[config.mk]
export PLATFORM = sky130hd
export DESIGN_NAME = exec_ops
export DESIGN_NICKNAME = d
export VERILOG_FILES = /design/src/ops_pkg.sv /design/src/exec_ops.sv /design/src/file_ram.sv
export SDC_FILE = /design/constraint.sdc
export NUM_CORES = 2
export LEC_CHECK = 0
export ABC_AREA = 1
export BUFFER_PORTS_ARGS = -buffer_cell sky130_fd_sc_hd__buf_2
export CAP_MARGIN = 20
export CORE_MARGIN = 1
export CORE_UTILIZATION = 59
export DETAILED_ROUTE_END_ITERATION = 16
export PLACE_DENSITY = 0.76
export RECOVER_POWER = 100
export SYNTH_ARGS = -nofsm -noshare
export SYNTH_HDL_FRONTEND = slang
export SYNTH_HIERARCHICAL = 1
export SYNTH_SLANG_ARGS = --single-unit
export TNS_END_PERCENT = 20
[constraint.sdc]
create_clock -name pclk -period 18.8 [get_ports pclk]
set_input_delay 0.94 -clock pclk [delete_from_list [all_inputs] [get_ports pclk]]
set_output_delay 0.94 -clock pclk [all_outputs]
set_load 0.01 [all_outputs]
[src/ops_pkg.sv]
// Constants, field layouts and types shared by the execute block and its file memory.
package ops_pkg;

  // ****************************************
  // Register map (byte addresses)
  // ****************************************
  localparam logic [7:0] INSTR_OFFSET  = 8'h00;
  localparam logic [7:0] ACCUM_OFFSET  = 8'h04;
  localparam logic [7:0] STATUS_OFFSET = 8'h08;
  localparam logic [7:0] LATCH_OFFSET  = 8'h0c;
  localparam logic [7:0] PC_OFFSET     = 8'h10;
  localparam logic [7:0] FADDR_OFFSET  = 8'h14;
  localparam logic [7:0] FDATA_OFFSET  = 8'h18;
  localparam logic [7:0] CYCLES_OFFSET = 8'h1c;

  // ****************************************
  // Field positions and widths
  // ****************************************
  localparam int K_LSB        = 0;
  localparam int K_W          = 11;
  localparam int DEST_BIT     = 11;
  localparam int OP_LSB       = 12;
  localparam int OP_W         = 3;
  localparam int FILE_AW      = 7;
  localparam int DATA_W       = 8;
  localparam int PC_W         = 13;
  localparam int LATCH_W      = 5;
  localparam int LATCH_PC_HI  = 4;
  localparam int LATCH_PC_LO  = 3;
  localparam int CYCLES_W     = 16;
  localparam int ZERO_BIT     = 0;
  localparam int SKIP_BIT     = 1;

  // ****************************************
  // Reset values
  // ****************************************
  localparam logic [DATA_W-1:0]   ACCUM_RESET  = 8'h00;
  localparam logic [PC_W-1:0]     PC_RESET     = 13'h0000;
  localparam logic [LATCH_W-1:0]  LATCH_RESET  = 5'h00;
  localparam logic [CYCLES_W-1:0] CYCLES_RESET = 16'h0000;

  // ****************************************
  // Operation codes and sequencer states
  // ****************************************
  typedef enum logic [OP_W-1:0] {
    OP_NOP,
    OP_INCREMENT_FILE,
    OP_INCREMENT_SKIP_ZERO,
    OP_BRANCH_ABSOLUTE,
    OP_OR_LITERAL_W,
    OP_OR_W_FILE,
    OP_MOVE_FILE
  } opcode_type;

  typedef enum logic [1:0] {
    ST_IDLE,
    ST_FETCH,
    ST_EXEC,
    ST_FLUSH
  } exec_state_type;

endpackage : ops_pkg

[src/exec_ops.sv]
// Execute stage for increment, skip, branch, inclusive OR and move operations behind APB.
`timescale 1ns/10ps
module exec_ops #(
  parameter int PADDR_W = 8
) (
  input  wire logic                      pclk,
  input  wire logic                      presetn,
  input  wire logic                      ce,
  input  wire logic                      psel,
  input  wire logic                      penable,
  input  wire logic                      pwrite,
  input  wire logic [PADDR_W-1:0]        paddr,
  input  wire logic [31:0]               pwdata,
  output logic      [31:0]               prdata,
  output logic                           pready,
  output logic                           pslverr,
  output logic      [ops_pkg::DATA_W-1:0] working_accumulator,
  output logic                           zero_flag,
  output logic      [ops_pkg::PC_W-1:0]   program_counter
);

  // ****************************************
  // State
  // ****************************************
  typedef struct packed {
    ops_pkg::exec_state_type        state;
    logic                           ack;
    logic                           err;
    logic [31:0]                    prdata;
    ops_pkg::opcode_type            op;
    logic                           dest;
    logic [ops_pkg::K_W-1:0]        k;
    logic [ops_pkg::DATA_W-1:0]     w;
    logic                           zero;
    logic                           skip;
    logic [ops_pkg::LATCH_W-1:0]    latch;
    logic [ops_pkg::PC_W-1:0]       pc;
    logic [ops_pkg::FILE_AW-1:0]    faddr;
    logic [ops_pkg::CYCLES_W-1:0]   cycles;
  } regs_type;

  regs_type r_r;
  regs_type r_nxt;

  logic [ops_pkg::FILE_AW-1:0] ram_raddr;
  logic [ops_pkg::DATA_W-1:0]  ram_rdata;
  logic                        ram_we;
  logic [ops_pkg::FILE_AW-1:0] ram_waddr;
  logic [ops_pkg::DATA_W-1:0]  ram_wdata;
  logic                        access;
  logic                        commit;
  logic [ops_pkg::DATA_W-1:0]  result;
  logic [ops_pkg::OP_W-1:0]    wr_op;

  function automatic logic is_mapped(input logic [PADDR_W-1:0] a);
    is_mapped = (a == PADDR_W'(ops_pkg::INSTR_OFFSET))  || (a == PADDR_W'(ops_pkg::ACCUM_OFFSET))  ||
                (a == PADDR_W'(ops_pkg::STATUS_OFFSET)) || (a == PADDR_W'(ops_pkg::LATCH_OFFSET))  ||
                (a == PADDR_W'(ops_pkg::PC_OFFSET))     || (a == PADDR_W'(ops_pkg::FADDR_OFFSET))  ||
                (a == PADDR_W'(ops_pkg::FDATA_OFFSET))  || (a == PADDR_W'(ops_pkg::CYCLES_OFFSET));
  endfunction : is_mapped

  function automatic logic hit(input logic [PADDR_W-1:0] a, input logic [7:0] offset);
    hit = (a == PADDR_W'(offset));
  endfunction : hit

  // ****************************************
  // File memory
  // ****************************************
  // While idle the read port follows the software window address; while executing it follows the operand.
  assign ram_raddr = (r_r.state == ops_pkg::ST_IDLE) ? r_r.faddr : r_r.k[ops_pkg::FILE_AW-1:0];

  file_ram #(
    .AW (ops_pkg::FILE_AW),
    .DW (ops_pkg::DATA_W)
  ) u_file_ram (
    .pclk  (pclk),
    .ce    (ce),
    .raddr (ram_raddr),
    .rdata (ram_rdata),
    .we    (ram_we),
    .waddr (ram_waddr),
    .wdata (ram_wdata)
  );

  // ****************************************
  // Bus handshake
  // ****************************************
  // Every transfer takes one wait state; transfers wait while an instruction is in flight.
  // A low clock enable holds the answer back, so no transfer completes while its write would be lost.
  assign access  = psel && penable && !r_r.ack && (r_r.state == ops_pkg::ST_IDLE);
  assign commit  = psel && penable && r_r.ack && pwrite && !r_r.err;
  assign pready  = psel && penable && r_r.ack && ce;
  assign pslverr = pready && r_r.err;
  assign wr_op   = pwdata[ops_pkg::OP_LSB +: ops_pkg::OP_W];

  assign prdata              = r_r.prdata;
  assign working_accumulator = r_r.w;
  assign zero_flag           = r_r.zero;
  assign program_counter     = r_r.pc;

  // ****************************************
  // Next state
  // ****************************************
  always_comb begin
    r_nxt     = r_r;
    ram_we    = 1'b0;
    ram_waddr = r_r.faddr;
    ram_wdata = pwdata[ops_pkg::DATA_W-1:0];
    result    = ram_rdata;

    r_nxt.ack = access;
    if (access) begin
      r_nxt.err    = !is_mapped(paddr) ||
                     (pwrite && hit(paddr, ops_pkg::CYCLES_OFFSET)) ||
                     (pwrite && hit(paddr, ops_pkg::INSTR_OFFSET) && (wr_op > 3'(ops_pkg::OP_MOVE_FILE)));
      r_nxt.prdata = 32'h0000_0000;
      if (!pwrite) begin
        if (hit(paddr, ops_pkg::INSTR_OFFSET)) begin
          r_nxt.prdata[ops_pkg::OP_LSB +: ops_pkg::OP_W] = r_r.op;
          r_nxt.prdata[ops_pkg::DEST_BIT]                = r_r.dest;
          r_nxt.prdata[ops_pkg::K_LSB +: ops_pkg::K_W]   = r_r.k;
        end
        if (hit(paddr, ops_pkg::ACCUM_OFFSET)) begin
          r_nxt.prdata[ops_pkg::DATA_W-1:0] = r_r.w;
        end
        if (hit(paddr, ops_pkg::STATUS_OFFSET)) begin
          r_nxt.prdata[ops_pkg::ZERO_BIT] = r_r.zero;
          r_nxt.prdata[ops_pkg::SKIP_BIT] = r_r.skip;
        end
        if (hit(paddr, ops_pkg::LATCH_OFFSET)) begin
          r_nxt.prdata[ops_pkg::LATCH_W-1:0] = r_r.latch;
        end
        if (hit(paddr, ops_pkg::PC_OFFSET)) begin
          r_nxt.prdata[ops_pkg::PC_W-1:0] = r_r.pc;
        end
        if (hit(paddr, ops_pkg::FADDR_OFFSET)) begin
          r_nxt.prdata[ops_pkg::FILE_AW-1:0] = r_r.faddr;
        end
        if (hit(paddr, ops_pkg::FDATA_OFFSET)) begin
          r_nxt.prdata[ops_pkg::DATA_W-1:0] = ram_rdata;
        end
        if (hit(paddr, ops_pkg::CYCLES_OFFSET)) begin
          r_nxt.prdata[ops_pkg::CYCLES_W-1:0] = r_r.cycles;
        end
      end
    end

    // Register writes take effect at the completing edge only.
    if (commit) begin
      if (hit(paddr, ops_pkg::INSTR_OFFSET)) begin
        r_nxt.op    = ops_pkg::opcode_type'(wr_op);
        r_nxt.dest  = pwdata[ops_pkg::DEST_BIT];
        r_nxt.k     = pwdata[ops_pkg::K_LSB +: ops_pkg::K_W];
        r_nxt.state = ops_pkg::ST_FETCH;
      end
      if (hit(paddr, ops_pkg::ACCUM_OFFSET)) begin
        r_nxt.w = pwdata[ops_pkg::DATA_W-1:0];
      end
      if (hit(paddr, ops_pkg::STATUS_OFFSET)) begin
        r_nxt.zero = pwdata[ops_pkg::ZERO_BIT];
        r_nxt.skip = pwdata[ops_pkg::SKIP_BIT];
      end
      if (hit(paddr, ops_pkg::LATCH_OFFSET)) begin
        r_nxt.latch = pwdata[ops_pkg::LATCH_W-1:0];
      end
      if (hit(paddr, ops_pkg::PC_OFFSET)) begin
        r_nxt.pc = pwdata[ops_pkg::PC_W-1:0];
      end
      if (hit(paddr, ops_pkg::FADDR_OFFSET)) begin
        r_nxt.faddr = pwdata[ops_pkg::FILE_AW-1:0];
      end
      if (hit(paddr, ops_pkg::FDATA_OFFSET)) begin
        ram_we = 1'b1;
      end
    end

    unique case (r_r.state)
      ops_pkg::ST_IDLE: begin
      end
      ops_pkg::ST_FETCH: begin
        r_nxt.state = ops_pkg::ST_EXEC;
      end
      ops_pkg::ST_EXEC: begin
        r_nxt.cycles = r_r.cycles + 16'h0001;
        r_nxt.pc     = r_r.pc + 13'h0001;
        r_nxt.state  = ops_pkg::ST_IDLE;
        ram_waddr    = r_r.k[ops_pkg::FILE_AW-1:0];
        if (r_r.skip) begin
          // The instruction after a zero skip runs as a no-operation.
          r_nxt.skip = 1'b0;
        end else begin
          unique case (r_r.op)
            ops_pkg::OP_INCREMENT_FILE: begin
              result     = ram_rdata + 8'h01;
              r_nxt.zero = (result == 8'h00);
            end
            ops_pkg::OP_INCREMENT_SKIP_ZERO: begin
              result     = ram_rdata + 8'h01;
              r_nxt.skip = (result == 8'h00);
            end
            ops_pkg::OP_BRANCH_ABSOLUTE: begin
              r_nxt.pc    = {r_r.latch[ops_pkg::LATCH_PC_HI:ops_pkg::LATCH_PC_LO], r_r.k};
              r_nxt.state = ops_pkg::ST_FLUSH;
            end
            ops_pkg::OP_OR_LITERAL_W: begin
              result     = r_r.w | r_r.k[ops_pkg::DATA_W-1:0];
              r_nxt.zero = (result == 8'h00);
            end
            ops_pkg::OP_OR_W_FILE: begin
              result     = r_r.w | ram_rdata;
              r_nxt.zero = (result == 8'h00);
            end
            ops_pkg::OP_MOVE_FILE: begin
              result     = ram_rdata;
              r_nxt.zero = (result == 8'h00);
            end
            default: begin
            end
          endcase
          ram_wdata = result;
          // The selector bit picks accumulator or file register; the literal form always writes the accumulator.
          if (r_r.op == ops_pkg::OP_OR_LITERAL_W) begin
            r_nxt.w = result;
          end else if ((r_r.op == ops_pkg::OP_INCREMENT_FILE) || (r_r.op == ops_pkg::OP_INCREMENT_SKIP_ZERO) ||
                       (r_r.op == ops_pkg::OP_OR_W_FILE) || (r_r.op == ops_pkg::OP_MOVE_FILE)) begin
            if (r_r.dest) begin
              ram_we = 1'b1;
            end else begin
              r_nxt.w = result;
            end
          end
        end
      end
      ops_pkg::ST_FLUSH: begin
        // Second cycle of the branch: the already fetched word is discarded.
        r_nxt.cycles = r_r.cycles + 16'h0001;
        r_nxt.state  = ops_pkg::ST_IDLE;
      end
    endcase
  end

  // ****************************************
  // Registers
  // ****************************************
  always_ff @(posedge pclk or negedge presetn) begin
    if (!presetn) begin
      r_r        <= '0;
      r_r.state  <= ops_pkg::ST_IDLE;
      r_r.op     <= ops_pkg::OP_NOP;
      r_r.w      <= ops_pkg::ACCUM_RESET;
      r_r.pc     <= ops_pkg::PC_RESET;
      r_r.latch  <= ops_pkg::LATCH_RESET;
      r_r.cycles <= ops_pkg::CYCLES_RESET;
    end else if (ce) begin
      r_r <= r_nxt;
    end
  end

endmodule : exec_ops

[src/file_ram.sv]
// File register memory with a registered read port and one write port.
`timescale 1ns/10ps
module file_ram #(
  parameter int AW = 7,
  parameter int DW = 8
) (
  input  wire logic          pclk,
  input  wire logic          ce,
  input  wire logic [AW-1:0] raddr,
  output logic      [DW-1:0] rdata,
  input  wire logic          we,
  input  wire logic [AW-1:0] waddr,
  input  wire logic [DW-1:0] wdata
);

  logic [DW-1:0] mem [0:(1<<AW)-1];

  always_ff @(posedge pclk) begin
    if (ce) begin
      if (we) begin
        mem[waddr] <= wdata;
      end
      rdata <= mem[raddr];
    end
  end

endmodule : file_ram

### Word-level counts from Yosys, hierarchy flattened

Memories as Yosys holds them, arrays and structs flattened. A register that Yosys moved wholly into a read port is not among the register bits.
Index checks and enable logic that the tools add are counted.

* mux-type cells: 46
* magnitude comparators: 1
* reduce and logical (&&, ||, !) cells: 45
* add/subtract/negate cells: 3
* bitwise gates (word level): 2
* eq/ne operators: 16

Operators by type and width (count)
* $mux 13: 5
* $mux 8: 8
* $logic_not 8->1: 5
* $mux 35: 1
* $eq 8x5->1 const B: 4
* $mux 16: 2
* $mux 7: 4
* $pmux 8 s3: 1
* $add 16x1->16 const B: 1
* $eq 8x4->1 const B: 2
* $or 8x8->8: 2
* $mux 15: 1
* $reduce_and 3->1: 5
* $add 13x1->13 const B: 1
* $logic_or 1x1->1: 12
* $mux 1: 12
* $mux 2: 6
* $logic_and 1x1->1: 11
* $mux 10: 1
* $mux 5: 2
* $eq 3x3->1 const B: 3
* $mux 9: 1
* $add 8x1->8 const B: 1
* $eq 8x3->1 const B: 1
* 13 further kinds: 21

* memories: 1
* word-level logic and storage cells: 128
* output and inout port bits: 56
* input port bits: 46
* register bits after elaboration: 86
* bits in writable memories: 1024

Memories
* u_file_ram.mem: depth 128, bits a word 8, rd ports 1, clocked after memory_dff 1, write ports 1, line file_ram.sv:16 `logic [DW-1:0] mem [0:(1<<AW)-1];`

### Longest topological paths before layout

* depth after elaboration: 13
* mapped depth: 20
* depth with buffers taken out: 16

### Modules after synthesis

The synthesis kept the hierarchy.

Modules (own cells, without submodules)
* file_ram: instances 1, area each 42393.2 um2, seq. area each 30989.7 um2, cells an instance 3577
* exec_ops: instances 1, area each 6248.5 um2, seq. area each 2152.1 um2, cells an instance 914

### Worst setup path after synthesis

Ideal clock, no wire load.

* path kind: register to register
* from: reg r_r[100] in the netlist's numbering
* to: mem u_file_ram.mem[0][3] (data pin)
* data required time: 17.601 ns
* data arrival time: 6.231 ns
* buffers on the path: 2
* stages on the path, launching flop included: 8
* setup time: 1.199 ns
* setup slack: 11.371 ns
* period minus slack after synthesis: 7.429 ns
* cells stage by stage: dfrtp_1 inv_1 ha_1 buf_4 nand2_1 buf_2 clkinv_1 o21ai_0

* word-level cells in the longest chain between the ends: 2

Ends and longest elaborated chain
* start: declaration: line exec_ops.sv:42 `regs_type r_r;`
* start signal: assignment: line exec_ops.sv:255 `r_r <= r_nxt;`
* $eq 2x2->1: line exec_ops.sv:177 `unique case (r_r.state)`
* $mux 8: line exec_ops.sv:177
* net ram_wdata (one bit): line exec_ops.sv:49 `logic [ops_pkg::DATA_W-1:0] ram_wdata;`
* end: declaration: line file_ram.sv:16

The timed path passes the listed nets, and every way through them passes these cells.

### Worst setup path after layout

* from: reg r_r[100] in the netlist's numbering
* to: reg u_file_ram.rdata[7] (read register of u_file_ram.mem) (data pin)

* word-level cells in the longest chain between the ends: 2

Ends and longest elaborated chain
* $logic_not 2->1: line exec_ops.sv:70 `assign ram_raddr = (r_r.state == ops_pkg::ST_IDLE) ? r_r.faddr : r_r.k[ops_pkg::FILE_AW-1:0];`
* $mux 7: line exec_ops.sv:70
* net ram_raddr (one bit): line exec_ops.sv:45 `logic [ops_pkg::FILE_AW-1:0] ram_raddr;`
* end: declaration: line file_ram.sv:10 `output logic [DW-1:0] rdata,`

The timed path passes the listed nets, and every way through them passes these cells.
A chain may end at the register's enable or synchronous reset.

==> results.md <==
- Outcome: finished with violations
- Violations in the final reports: max-capacitance violations, max-slew violations
- Startpoint-to-endpoint class of the critical path: reg -> reg
- Final Total Pwr: 5310 uW
- Width of the die: 289 um
- Most instantiated flip-flop cell in the synthesis netlist: sky130_fd_sc_hd__edfxtp_1
- Inst Count DP: 5,371
- RSZ-0062 raised after global routing: false
- Worst Path Arrival: 12.57 ns
- Leading post-synthesis cells by instance count: sky130_fd_sc_hd__nand2_1, sky130_fd_sc_hd__edfxtp_1, sky130_fd_sc_hd__nand3_1
- Maximum number of pins on one net before global-route repair: 184
- Wire length reported by the detailed router: 120,000 um
- Worst-case clock skew: 0.0230 ns
- Post-route DRC: 0
- Synth async-reset ratio: 7.69%
- Time the worst path needs with I/O delays and setup: 12.03 ns
- Static leakage power: 0.0189 uW
- Number of max-cap violations: 26
- Post-detailed-placement cell area: 48,800 um2
- Final Hold Viols: 0
- Final worst path period share: 64.0%
- 1st-iter DRT viols: 3,579
- Library cell with the highest instance count after synthesis: sky130_fd_sc_hd__nand2_1
- Clk buf depth: 3
- Boundary pin count: 102
- Area of the die: 83,600 um2
- Share of Yosys cell area claimed by the top area cell type: 63.7%
- Nets@finish: 4,481
- Reg2reg setup slack: 6.77 ns
- Number of port buffers: 68
- Row count: 104
- Sequential share of the synthesized area: 68.1%
- Total congestion overflow: 0
- Non-Filler Cell Area, Final: 51,900 um2
- DRT Pass-1 Iters: 6
- Insertion delay to the later sink of the worst-skew pair: 0.69 ns
- Register bit total from synthesis: 1,118
- Power density over the cells: 102 nW/um2
- Detail-routed net length per standard cell: 21.5 um
- Antenna violations before repair: 1
- Inserted Clock Buffers: 109
- Crit path max fanout: 183
- Starting utilization of the core area: 60.0%
- Largest cells by area after synthesis: sky130_fd_sc_hd__edfxtp_1, sky130_fd_sc_hd__nand2_1, sky130_fd_sc_hd__nand3_1, sky130_fd_sc_hd__dfrtp_1, sky130_fd_sc_hd__nor2_1
- Layout overhead on the synthesized area: 6.79%
- Via count of the first global-routing pass: 31.8k
- Library cells used by synthesis: 48
- First-pass GRT wire length: 181,000 um
- Number of vias after detailed routing: 33.3k
- Number of sinks handled by clock tree synthesis: 1,118
- Die Height: 289 um
- Via-per-instance ratio: 5.98
- TritonCTS clock tree: yes
- Count of H-tree levels built during CTS: 3
- Number of hold buffers added after CTS: 0
- Largest area contributor in the netlist: sky130_fd_sc_hd__edfxtp_1
- Required time at the endpoint of the critical path: 19.34 ns
- Pins Over Slew Limit: 1,420
- Post-CTS Setup Repair Bufs: 0
- Achievable clock frequency: 0.0831 GHz
- Final HPWL DP: 69,000 um
- EDFF count, synth: 1,032
- Maximum VDD drop: 98.0 uV
- Gate Count Post-Synth: 4,491
- Final Non-Filler Cells: 5,572
- Worst min path class: in -> async
- Core Box Area: 81,100 um2
- Transition time at the pin with the least slew margin: 4.78 ns
- Mean post-synth cell area: 10.8 um2
- Layout cell share with drive strength beyond 1: 5.23%
- Final RePlAce weighted congestion: 0.946
- Crit path capture type: flop
- Yosys synthesis warning count: 6
- Final setup vio count: 0
- Count of instances resized after the clock tree is built: 0
- Element type at the critical path start: flop
- Worst rel slew slack: -218%
- Netlist Area Pre-Place: 48,600 um2
- Antenna-violating nets left: 0
- Final setup TNS: 0 ns
- Total Routing Usage GR: 28.7%
- CTS root buf: sky130_fd_sc_hd__clkbuf_16
- Clock transition time at the flip-flop clock pins of the worst setup and hold paths: 0.06 ns
-- cell type report --
class                      count  area [um2]
antenna                        1        2.50
clock buffer                 132        2860
clock inverter                66         532
fill                        6098       29100
inverter                     140         558
multi-input combinational   2940       13000
sequential                  1118       33100
tap                         1060        1330
timing repair buffer         115         558
-- per-layer routing --
layer / vias up / global-route usage, % / part of all wire, %
met1: 16000 / 39.4 / 39
met3: 285 / 4.99 / 9.7
met4: 2 / 11.9 / 3.8
met5: - / 0 / 0.0092
li1: 15400 / - / -
met2: 1651 / 45.6 / 47
-- final timing paths --
check                                 startpoint                                  to  cells past startpoint
min reg2reg                prdata[0]$_DFFE_PN0P_               prdata[0]$_DFFE_PN0P_                      2
max reg2reg                 r_r[100]$_DFFE_PN0P_       u_file_ram/rdata[7]$_DFFE_PP_                     18
min in group pclk          prdata[0]$_DFFE_PN0P_               prdata[0]$_DFFE_PN0P_                      2
max                         r_r[100]$_DFFE_PN0P_       u_file_ram/rdata[7]$_DFFE_PP_                     18
max in group asynchronous                presetn  working_accumulator[5]$_DFFE_PN0P_                      2
min                                      presetn  working_accumulator[0]$_DFFE_PN0P_                      1
-- through the flow --
stage          hold slack, ns  worst slack [ns]  utilization [%]
2_1_floorplan           0.450             11.37                -
6_report                0.350              6.77             64.1
3_5_place_dp            0.464             13.06             60.2
4_1_cts                0.0886             13.02             64.3
3_3_place_gp            0.461             13.13             60.2
5_1_grt                 0.396              6.33             64.1
-- state kept, by name (all words and copies together), names as in the netlist --
register / cells
prdata: 16
program_counter: 13
r_r: 48
u_file_ram/mem: 1024
u_file_ram/rdata: 8
working_accumulator: 8
zero_flag: 1
-- kinds of logic (layout without fill, tap and decap cells) --
group	count (synthesis)	count (layout)	synth area share [%]
xor+xnor	19	19	0.342
flops	1118	1118	68.1
fa+ha+maj	11	11	0.283
buf+inv	448	453	5.35
compound gates	160	160	1.85
simple gates	2734	2734	24.0
other cells	1	17	0.00771
-- worst max-delay path, cell delays in order, from the launching register on --
cell and delay [ns]:
sky130_fd_sc_hd__dfrtp_1 0.40, sky130_fd_sc_hd__inv_1 0.11, sky130_fd_sc_hd__ha_1 0.45, sky130_fd_sc_hd__inv_1 0.30, sky130_fd_sc_hd__nand2_1 0.12, sky130_fd_sc_hd__nand2_1 1.38
sky130_fd_sc_hd__inv_16 1.13, sky130_fd_sc_hd__clkbuf_1 3.10, sky130_fd_sc_hd__clkbuf_1 2.98, sky130_fd_sc_hd__nand2_1 0.21, sky130_fd_sc_hd__nand3_1 0.25, sky130_fd_sc_hd__nand3_1 0.12
sky130_fd_sc_hd__nand3_1 0.22, sky130_fd_sc_hd__nand2_1 0.08, sky130_fd_sc_hd__nand2_1 0.06, sky130_fd_sc_hd__nand3_1 0.18, sky130_fd_sc_hd__nand2_1 0.23, sky130_fd_sc_hd__nand2_1 0.08
sky130_fd_sc_hd__nand2_1 0.07
-- report_power, final --
group,leakage [uW],switching [uW],internal [uW]
sequential,0.0104,38.8,2890
combinational,0.00683,259,50.8
clock,0.00166,913,1160
total,0.0189,1210,4100
-- layout by cell type, fill, tap and decap left out, types with 11 or more instances in the layout --
cell type,Yosys,layout
sky130_fd_sc_hd__a21oi_1,29,29
sky130_fd_sc_hd__buf_2,111,26
sky130_fd_sc_hd__buf_4,78,22
sky130_fd_sc_hd__clkbuf_1,41,87
sky130_fd_sc_hd__clkbuf_16,0,111
sky130_fd_sc_hd__clkinv_1,1,28
sky130_fd_sc_hd__clkinv_2,0,23
sky130_fd_sc_hd__conb_1,1,16
sky130_fd_sc_hd__dfrtp_1,86,86
sky130_fd_sc_hd__edfxtp_1,1032,1032
sky130_fd_sc_hd__ha_1,11,11
sky130_fd_sc_hd__inv_1,132,129
sky130_fd_sc_hd__nand2_1,1470,1470
sky130_fd_sc_hd__nand3_1,989,989
sky130_fd_sc_hd__nand4_1,18,18
sky130_fd_sc_hd__nor2_1,211,213
sky130_fd_sc_hd__nor3_1,16,17
sky130_fd_sc_hd__o21ai_0,89,87
sky130_fd_sc_hd__o22ai_1,11,11
sky130_fd_sc_hd__xor2_1,13,13
(Power assumes the default switching activity.)
